===== src/design/fdos_map.vh =====
// Purpose: constants for the fractional output divider and output sync block
// Assumes: 100 MHz system clock; divider clocks arrive as one-cycle enables
// Notes: counts are in cycles of the enable that drives each counter
// Function
// - Fractional divider on each upper output
// - Divide value never below two
// - Integer pre-divider then sigma-delta stage
// - Accept every 20-bit fraction in bands
// - Pin and soft bit merge into request
// - Request holds dividers reset, outputs off
// - Release latched, retimed, each prescaler group's outputs enable together
// - Outputs 0,1,4,5 follow A; others B
// - Equal prescalers give simultaneous start
// - Outputs 4,5 may bypass to references
// - Start-up counters run before calibration
// - Failed calibration retried by sleep/reset toggle
// - Fast ramp: internal delay before calibration
// - Count 64k reference then 64k feedback
// - Calibration 128k cycles, outputs then enable
// - Lock high 2048 to 2560 cycles later
// - Leaving sleep resets all settings; here it restarts only the start-up sequence
`ifndef FDOS_MAP_VH
`define FDOS_MAP_VH
`define FDOS_FRAC_W      20
`define FDOS_INT_W       9
`define FDOS_INT_MIN     9'h002
`define FDOS_REF_CNT     17'h10000
`define FDOS_FB_CNT      17'h10000
`define FDOS_CAL_CNT     18'h20000
`define FDOS_LOCK_CNT    12'h900
`define FDOS_SYNC_BIT    5
`define FDOS_INT_RST     9'h002
`endif


===== src/design/fdos_frac_div.v =====
// Purpose: one fractional output divider channel
// Assumes: in_en is the prescaler output as a one-cycle enable
// Notes: out_tick pulses once per divided period
`timescale 1ns/1ns
`include "fdos_map.vh"
module fdos_frac_div (
	input  wire                     clk,       // System clock
	input  wire                     srst,      // Sync reset
	input  wire                     hold,      // Divider held in reset
	input  wire                     in_en,     // Prescaler enable
	input  wire [`FDOS_INT_W-1:0]   int_div,   // Integer part
	input  wire [`FDOS_FRAC_W-1:0]  frac_word, // Fraction word
	input  wire                     frac_on,   // Fractional path on
	output reg                      out_tick   // Divided pulse
);
	reg  [`FDOS_INT_W:0]    cnt_ff;
	reg  [`FDOS_FRAC_W-1:0] acc_ff;
	reg                     extra_ff;
	wire [`FDOS_FRAC_W:0]   acc_sum;
	wire [`FDOS_INT_W-1:0]  int_eff;
	wire [`FDOS_INT_W:0]    limit;
	wire [`FDOS_INT_W:0]    cnt_inc;
	assign int_eff = (int_div < `FDOS_INT_MIN) ? `FDOS_INT_MIN : int_div;
	assign acc_sum = {1'b0, acc_ff} + {1'b0, frac_word};
	assign cnt_inc = cnt_ff + {{`FDOS_INT_W{1'b0}}, 1'b1};
	assign limit = {1'b0, int_eff} + {{`FDOS_INT_W{1'b0}}, extra_ff};
	always @(posedge clk) begin
		if (srst || hold) begin
			cnt_ff   <= {(`FDOS_INT_W+1){1'b0}};
			acc_ff   <= {`FDOS_FRAC_W{1'b0}};
			extra_ff <= 1'b0;
			out_tick <= 1'b0;
		end else begin
			out_tick <= 1'b0;
			if (in_en) begin
				if (cnt_inc >= limit) begin
					cnt_ff   <= {(`FDOS_INT_W+1){1'b0}};
					out_tick <= 1'b1;
					if (frac_on) begin
						acc_ff   <= acc_sum[`FDOS_FRAC_W-1:0];
						extra_ff <= acc_sum[`FDOS_FRAC_W];
					end else begin
						extra_ff <= 1'b0;
					end
				end else begin
					cnt_ff <= cnt_inc;
				end
			end
		end
	end
endmodule


===== src/design/fdos_top.v =====
// Purpose: output divider, sync and start-up sequencing for a clock generator
// Assumes: all pins synchronous to clk; reference, feedback and PFD as enables
// Notes: outputs are divided pulses with active-low output enables
`timescale 1ns/1ns
`include "fdos_map.vh"
module fdos_top (
	input  wire                       clk,                    // System clock
	input  wire                       srst,                   // Sync reset
	input  wire                       chip_sleep_n,           // Low: power down
	input  wire                       reset_n,                // Device reset pin
	input  wire                       output_align_request_n, // Sync pin, low active
	input  wire [7:0]                 soft_ctrl,              // Control byte, bit 5 sync
	input  wire                       ref_en,                 // Reference tick at PFD
	input  wire                       feedback_clock,         // Feedback tick
	input  wire                       pfd_en,                 // PFD tick
	input  wire                       cal_ok,                 // Calibration success
	input  wire                       prescaler_a,            // Prescaler A tick
	input  wire                       prescaler_b,            // Prescaler B tick
	input  wire [7:0]                 int_tick,               // Integer divider ticks
	input  wire                       pri_ref,                // Primary reference
	input  wire                       sec_ref,                // Secondary reference
	input  wire [3:0]                 frac_out_divider_en,    // Fractional enable 4..7
	input  wire [4*`FDOS_INT_W-1:0]   int_div,                // Integer parts 4..7
	input  wire [4*`FDOS_FRAC_W-1:0]  frac_word,              // Fractions 4..7
	input  wire [1:0]                 bypass_sel,             // Y4,Y5 bypass on
	input  wire [1:0]                 bypass_src,             // 0 primary, 1 secondary
	input  wire [7:0]                 out_enable,             // Per output enable
	output reg  [7:0]                 clk_out,                // Output levels
	output reg  [7:0]                 clk_oe_n,               // Output enable, low drives
	output reg                        divider_hold,           // Dividers in reset
	output reg                        cal_active,             // Calibration running
	output reg                        cal_failed,             // Calibration failed
	output reg                        status_pin_zero         // Lock indicator
);
	localparam ST_REF  = 6'h01;
	localparam ST_FB   = 6'h02;
	localparam ST_CAL  = 6'h04;
	localparam ST_LOCK = 6'h08;
	localparam ST_RUN  = 6'h10;
	localparam ST_FAIL = 6'h20;

	reg  [5:0]  state_ff;
	reg  [17:0] cnt_ff;
	reg         outs_on_ff;
	reg         sleep_d_ff;
	reg         rst_d_ff;
	reg         sync_lat_ff;
	reg         sync_a_ff;
	reg         sync_b_ff;
	wire        sync_req;
	wire        restart;
	wire [3:0]  frac_tick;
	wire [7:0]  div_tick;
	wire [7:0]  ps_sel;

	assign sync_req = ~output_align_request_n | ~soft_ctrl[`FDOS_SYNC_BIT];
	// rising edge of sleep or reset restarts the start-up sequencer
	assign restart = (chip_sleep_n & ~sleep_d_ff) | (reset_n & ~rst_d_ff);
	assign ps_sel = 8'hcc;

	genvar g;
	generate
		for (g = 0; g < 4; g = g + 1) begin : g_frac
			fdos_frac_div u_div (
				.clk       (clk),
				.srst      (srst),
				.hold      (divider_hold),
				.in_en     (ps_sel[g+4] ? prescaler_b : prescaler_a),
				.int_div   (int_div[g*`FDOS_INT_W +: `FDOS_INT_W]),
				.frac_word (frac_word[g*`FDOS_FRAC_W +: `FDOS_FRAC_W]),
				.frac_on   (frac_out_divider_en[g]),
				.out_tick  (frac_tick[g])
			);
		end
	endgenerate

	generate
		for (g = 0; g < 8; g = g + 1) begin : g_sel
			if (g < 4) begin : g_lo
				assign div_tick[g] = int_tick[g];
			end else if (g < 6) begin : g_mux
				assign div_tick[g] = bypass_sel[g-4] ?
					(bypass_src[g-4] ? sec_ref : pri_ref) :
					(frac_out_divider_en[g-4] ? frac_tick[g-4] : int_tick[g]);
			end else begin : g_hi
				assign div_tick[g] = frac_out_divider_en[g-4] ? frac_tick[g-4]
					: int_tick[g];
			end
		end
	endgenerate

	// Start-up sequencer
	always @(posedge clk) begin
		if (srst || !chip_sleep_n || !reset_n || restart) begin
			state_ff        <= ST_REF;
			cnt_ff          <= 18'h00000;
			outs_on_ff      <= 1'b0;
			cal_active      <= 1'b0;
			cal_failed      <= 1'b0;
			status_pin_zero <= 1'b0;
		end else begin
			case (state_ff)
				ST_REF: begin
					if (ref_en) begin
						if (cnt_ff[16:0] == `FDOS_REF_CNT - 17'h00001) begin
							cnt_ff   <= 18'h00000;
							state_ff <= ST_FB;
						end else begin
							cnt_ff <= cnt_ff + 18'h00001;
						end
					end
				end
				ST_FB: begin
					if (feedback_clock) begin
						if (cnt_ff[16:0] == `FDOS_FB_CNT - 17'h00001) begin
							cnt_ff     <= 18'h00000;
							cal_active <= 1'b1;
							state_ff   <= ST_CAL;
						end else begin
							cnt_ff <= cnt_ff + 18'h00001;
						end
					end
				end
				ST_CAL: begin
					if (pfd_en) begin
						if (cnt_ff == `FDOS_CAL_CNT - 18'h00001) begin
							cnt_ff     <= 18'h00000;
							cal_active <= 1'b0;
							if (cal_ok) begin
								outs_on_ff <= 1'b1;
								state_ff   <= ST_LOCK;
							end else begin
								cal_failed <= 1'b1;
								state_ff   <= ST_FAIL;
							end
						end else begin
							cnt_ff <= cnt_ff + 18'h00001;
						end
					end
				end
				ST_LOCK: begin
					if (pfd_en) begin
						if (cnt_ff[11:0] == `FDOS_LOCK_CNT - 12'h001) begin
							status_pin_zero <= 1'b1;
							state_ff        <= ST_RUN;
						end else begin
							cnt_ff <= cnt_ff + 18'h00001;
						end
					end
				end
				ST_RUN: state_ff <= ST_RUN;
				ST_FAIL: state_ff <= ST_FAIL;
				default: state_ff <= ST_REF;
			endcase
		end
	end

	// Sync latch and prescaler retime
	always @(posedge clk) begin
		// Reset to the idle high level so no false restart follows srst
		sleep_d_ff <= srst ? 1'b1 : chip_sleep_n;
		rst_d_ff   <= srst ? 1'b1 : reset_n;
		if (srst || !chip_sleep_n || !reset_n) begin
			sync_lat_ff  <= 1'b1;
			sync_a_ff    <= 1'b1;
			sync_b_ff    <= 1'b1;
			divider_hold <= 1'b1;
		end else begin
			// latch, then retime to each prescaler
			sync_lat_ff <= sync_req | ~outs_on_ff;
			if (sync_req || !outs_on_ff) begin
				sync_a_ff <= 1'b1;
				sync_b_ff <= 1'b1;
			end else begin
				if (prescaler_a)
					sync_a_ff <= sync_lat_ff;
				if (prescaler_b)
					sync_b_ff <= sync_lat_ff;
			end
			divider_hold <= sync_req | sync_lat_ff;
		end
	end

	// Output stage
	generate
		for (g = 0; g < 8; g = g + 1) begin : g_out
			always @(posedge clk) begin
				if (srst) begin
					clk_out[g]  <= 1'b0;
					clk_oe_n[g] <= 1'b1;
				end else begin
					// enable per group and host bit
					clk_oe_n[g] <= (ps_sel[g] ? sync_b_ff : sync_a_ff) | ~out_enable[g];
					clk_out[g]  <= div_tick[g] & ~(ps_sel[g] ? sync_b_ff : sync_a_ff);
				end
			end
		end
	endgenerate
endmodule


===== config.mk =====
export PLATFORM = sky130hd
export DESIGN_NAME = fdos_top
export DESIGN_NICKNAME = d
export VERILOG_FILES = /design/src/design/fdos_frac_div.v /design/src/design/fdos_top.v
export VERILOG_INCLUDE_DIRS = /design/src /design/src/design
export SDC_FILE = /design/constraint.sdc
export NUM_CORES = 1
export LEC_CHECK = 0
export BUFFER_PORTS_ARGS = -buffer_cell sky130_fd_sc_hd__buf_2
export CAP_MARGIN = 20
export CORE_MARGIN = 2
export CORE_UTILIZATION = 45
export DETAILED_ROUTE_END_ITERATION = 7
export HOLD_SLACK_MARGIN = 0.03
export PLACE_DENSITY = 0.62
export SYNTH_ARGS = -nofsm -noshare
export SYNTH_HDL_FRONTEND = slang
export SYNTH_HIERARCHICAL = 1
export SYNTH_SLANG_ARGS = --single-unit

===== constraint.sdc =====
create_clock -name clk -period 6.16 [get_ports clk]
set_input_delay 0.924 -clock clk [delete_from_list [all_inputs] [get_ports clk]]
set_output_delay 0.924 -clock clk [all_outputs]
set_load 0.005 [all_outputs]

==> flow_summary.json <==
{
  "pin_count": 181,
  "finalNonFillerCells": 2161,
  "crit_start": "int_div[6]",
  "die_w_um": 175,
  "clockBufferDepth": 2,
  "grt_pass1_vias": 11523,
  "dp.cells": 2128,
  "p_clk_share_pct": 45.8,
  "setup_violations": 0,
  "path_delay_family": "simple AND/OR/NAND/NOR gates",
  "setup_tns_ns": 0,
  "ant_nets": 0,
  "synthCells": 1633,
  "slowest_delay_ns": 0.70,
  "dr.pass1.iters": 5,
  "ctsHoldBuffers": 0,
  "rr_worst_depth": 12,
  "gp_congestion": 0.896,
  "syn_nets": 1932,
  "crit_fanout": 20,
  "dp_hpwl_um": 24200,
  "cp.depth": 15,
  "fp.coreArea_um2": 28800,
  "crit_buf_inv": 1,
  "grt-ovfl-total": 0,
  "worstSetupPathType": "input pin to flip-flop",
  "cts_tree": "built",
  "hold_violations": 0,
  "min_path_type": "flip-flop to flip-flop",
  "status": "finished clean",
  "fp.dieH_um": 175,
  "peakVddDrop_uv": 179,
  "synth_edf_count": 0,
  "drv_cap": 0,
  "cts_setup_buffers": 0,
  "yosysWarnings": 6,
  "tightest_slew_ns": 1.02,
  "die_area_um2": 30700,
  "cts-resized-gates": 0,
  "cts.sinks": 178,
  "switching_share_pct": 24.6,
  "antenna_found_initial": 2,
  "p_seq_share_pct": 45.3,
  "via_count": 12198,
  "htreeDepth": 4,
  "drc": 0,
  "grt_max_degree": 45,
  "initial_utilization_pct": 45.9,
  "cp-end-kind": "flip-flop",
  "period_share_pct": 69.7,
  "route.detailed.wl_per_inst_um": 15.0,
  "cp-start-kind": "input pin",
  "power_density_nw_per_um2": 171,
  "vias_per_cell": 5.64,
  "final_core_util_pct": 51.7,
  "period_minus_slack_ns": 4.29,
  "numCtsBuffers": 17,
  "clock_latency_ns": 0.44,
  "rows": 62,
  "drive_gt1_share_pct": 14.7,
  "p_leak_nw": 5.89,
  "rrSetupSlack_ns": 2.36,
  "finalClockSkew_ns": 0.0126,
  "cts_root_buffer": "clkbuf_16",
  "reg2reg_to": "g_frac[0].u_div/acc_ff[15]",
  "crit_chain": "buf_2 > nor4_1 > nand2_1 > o21a_1 > ha_1 > ha_1 > nand3_1 > xor2_1 > ha_1 > nand4_1 > a21oi_1 > a211o_1 > nand3_1 > or4_1 > nand3_1",
  "worstPathRequired_ns": 6.54,
  "clk_pin_slew_ns": 0.07,
  "drt-total-wl_um": 32400,
  "synth_cell_type_count": 86,
  "avgSynthCellArea_um2": 8.09,
  "yosysSeqAreaShare_pct": 27.0,
  "cp.arrival_ns": 4.67,
  "track_usage_pct": 21.2,
  "ys_async_sr_fraction_pct": 0,
  "grt_pass1_wl_um": 54600,
  "synth_flop_cell": "dfxtp_1",
  "ys_ff_latch": 178,
  "p_sw_w": 0.000624,
  "slowest_stage": "or4_1",
  "r2r_start": "g_frac[0].u_div/cnt_ff[0]",
  "rsz0062_at_grt": "false",
  "syn2layout_area_growth_pct": 12.7,
  "nets": 2062,
  "crit_end": "g_frac[0].u_div/acc_ff[15]",
  "drtIter0Drc": 808,
  "report.final.slew_viol_count": 0,
  "fmax_mhz": 233,
  "portBuffers": 173,
  "max-slew-margin-rel_pct": 31.7,
  "p_comb_share_pct": 8.9,
  "syn-cell-area_um2": 13200,
  "intPower_w": 0.00191
}
==> worst min path at each step <==
stage                             to  slack [ns]        from  depth (start not counted)
after floorplan           outs_on_ff        0.43  outs_on_ff                          2
final                     cal_active        0.45  cal_active                          2
after CTS                 cal_active        0.45  cal_active                          2
after global placement    cal_active        0.43  cal_active                          2
after detailed placement  cal_active        0.44  cal_active                          2
after global routing      cal_active        0.48  cal_active                          2
==> worst register-to-register path: cells and delay by family, from the launching register on <==
| kind | cells | cell delay, ns |
|---|---|---|
| simple gates | 7 | 2.05 |
| fa+ha+maj | 2 | 0.60 |
| flops | 1 | 0.43 |
| compound gates | 2 | 0.50 |
| xor+xnor | 1 | 0.16 |
==> cells in the final DEF, fill, tap and decap left out, drive strengths merged, types with 19 or more instances in the layout <==
cell / count
mux2i: 20
o31ai: 20
nand2b: 45
clkbuf: 19
buf: 178
a21o: 24
inv: 47
xor2: 58
a211oi: 26
nand2: 157
o21ai: 90
nand3: 114
dfxtp: 178
a21oi: 173
and3: 31
nor2: 104
or4: 26
nand4: 43
ha: 134
nand3b: 19
nor3: 27
xnor2: 54
==> cells in the mapped netlist (5+ instances only) <==
master | count | area [um2]
nor3_1 | 23 | 115
or2_2 | 7 | 43.8
o31ai_1 | 20 | 150
and3_1 | 30 | 188
and2_1 | 11 | 68.8
a22oi_1 | 8 | 60.1
inv_1 | 43 | 161
or3_1 | 6 | 37.5
mux2i_1 | 20 | 200
buf_4 | 6 | 45.0
o211ai_1 | 17 | 128
nand4_1 | 41 | 257
nor2_1 | 104 | 390
a31oi_1 | 12 | 75.1
buf_2 | 14 | 70.1
nand3b_1 | 19 | 143
buf_6 | 6 | 67.6
nand2_1 | 157 | 589
o21ai_0 | 62 | 310
a21o_1 | 23 | 173
o21ai_1 | 25 | 125
or4_1 | 26 | 195
a211oi_1 | 21 | 158
clkbuf_1 | 38 | 143
ha_1 | 134 | 1680
xnor2_1 | 54 | 473
nor2b_1 | 12 | 75.1
o21bai_1 | 7 | 52.6
a211o_1 | 5 | 43.8
nor4_1 | 11 | 68.8
a21oi_1 | 165 | 826
xor2_1 | 58 | 508
nand3_1 | 111 | 556
nand2b_1 | 45 | 282
dfxtp_1 | 178 | 3560
a211oi_2 | 5 | 62.6
a21oi_2 | 6 | 52.6
o22ai_1 | 6 | 37.5
o21a_1 | 15 | 113
==> cells by family (layout without fill, tap and decap cells) <==
logic type | after synthesis | count (layout) | share of synthesized area [%]
simple gates | 634 | 634 | 25.4
compound gates | 440 | 440 | 21.6
flops | 178 | 178 | 27.0
fa+ha+maj | 138 | 138 | 13.3
xor+xnor | 112 | 112 | 7.43
buf+inv | 110 | 253 | 3.77
mux | 21 | 21 | 1.60
other cells | 0 | 1 | 0
==> area by class of cell <==
cell class	instances	area, um2
Antenna cell	1	2.50
Clock buffer	19	453
Clock inverter	13	171
Fill cell	2775	13900
Inverter	43	161
Multi-Input combinational cell	1345	9150
Sequential cell	178	3560
Tap cell	384	480
Timing Repair Buffer	178	903
==> power groups by stage <==
stage	clock [W]	sequential [W]	combinational (W)
final	0.00116	0.00115	0.000225
after global routing	0.00126	0.00115	0.000251
after CTS	0.00120	0.00115	0.000225
after detailed placement	0	0.00118	0.000223
after global placement	0	0.00118	0.000220
after floorplan	0	0.00118	0.000129
==> metrics by stage <==
stage | worst slack (ns) | hold slack, ns | total power, W | area (um2)
final | 1.87 | 0.446 | 0.00254 | 14900
after global routing | 1.47 | 0.477 | 0.00266 | 14900
after CTS | 1.87 | 0.453 | 0.00258 | 14900
after detailed placement | 1.47 | 0.436 | 0.00140 | 14300
after global placement | 1.56 | 0.429 | 0.00140 | 14300
after floorplan | 2.42 | 0.433 | 0.00131 | 13200
==> sequential cells by signal (all words and copies together), names as in the netlist, 4 cells and up <==
register               cells
g_frac.u_div/cnt_ff       40
g_frac.u_div/out_tick      4
g_frac.u_div/acc_ff       80
g_frac.u_div/extra_ff      4
clk_oe_n                   8
state_ff                   6
cnt_ff                    18
clk_out                    8
==> metal layers <==
| metal | part of all wire [%] | up-vias | global-route usage [%] |
|---|---|---|---|
| met3 | 3.7 | 23 | 3.72 |
| met1 | 49 | 5699 | 28.7 |
| met2 | 46 | 204 | 34.9 |
| met5 | 0.040 | - | 0 |
| met4 | 1.1 | 2 | 5.24 |
| li1 | - | 6270 | - |
No activity file was read; power rests on OpenSTA's default activity.
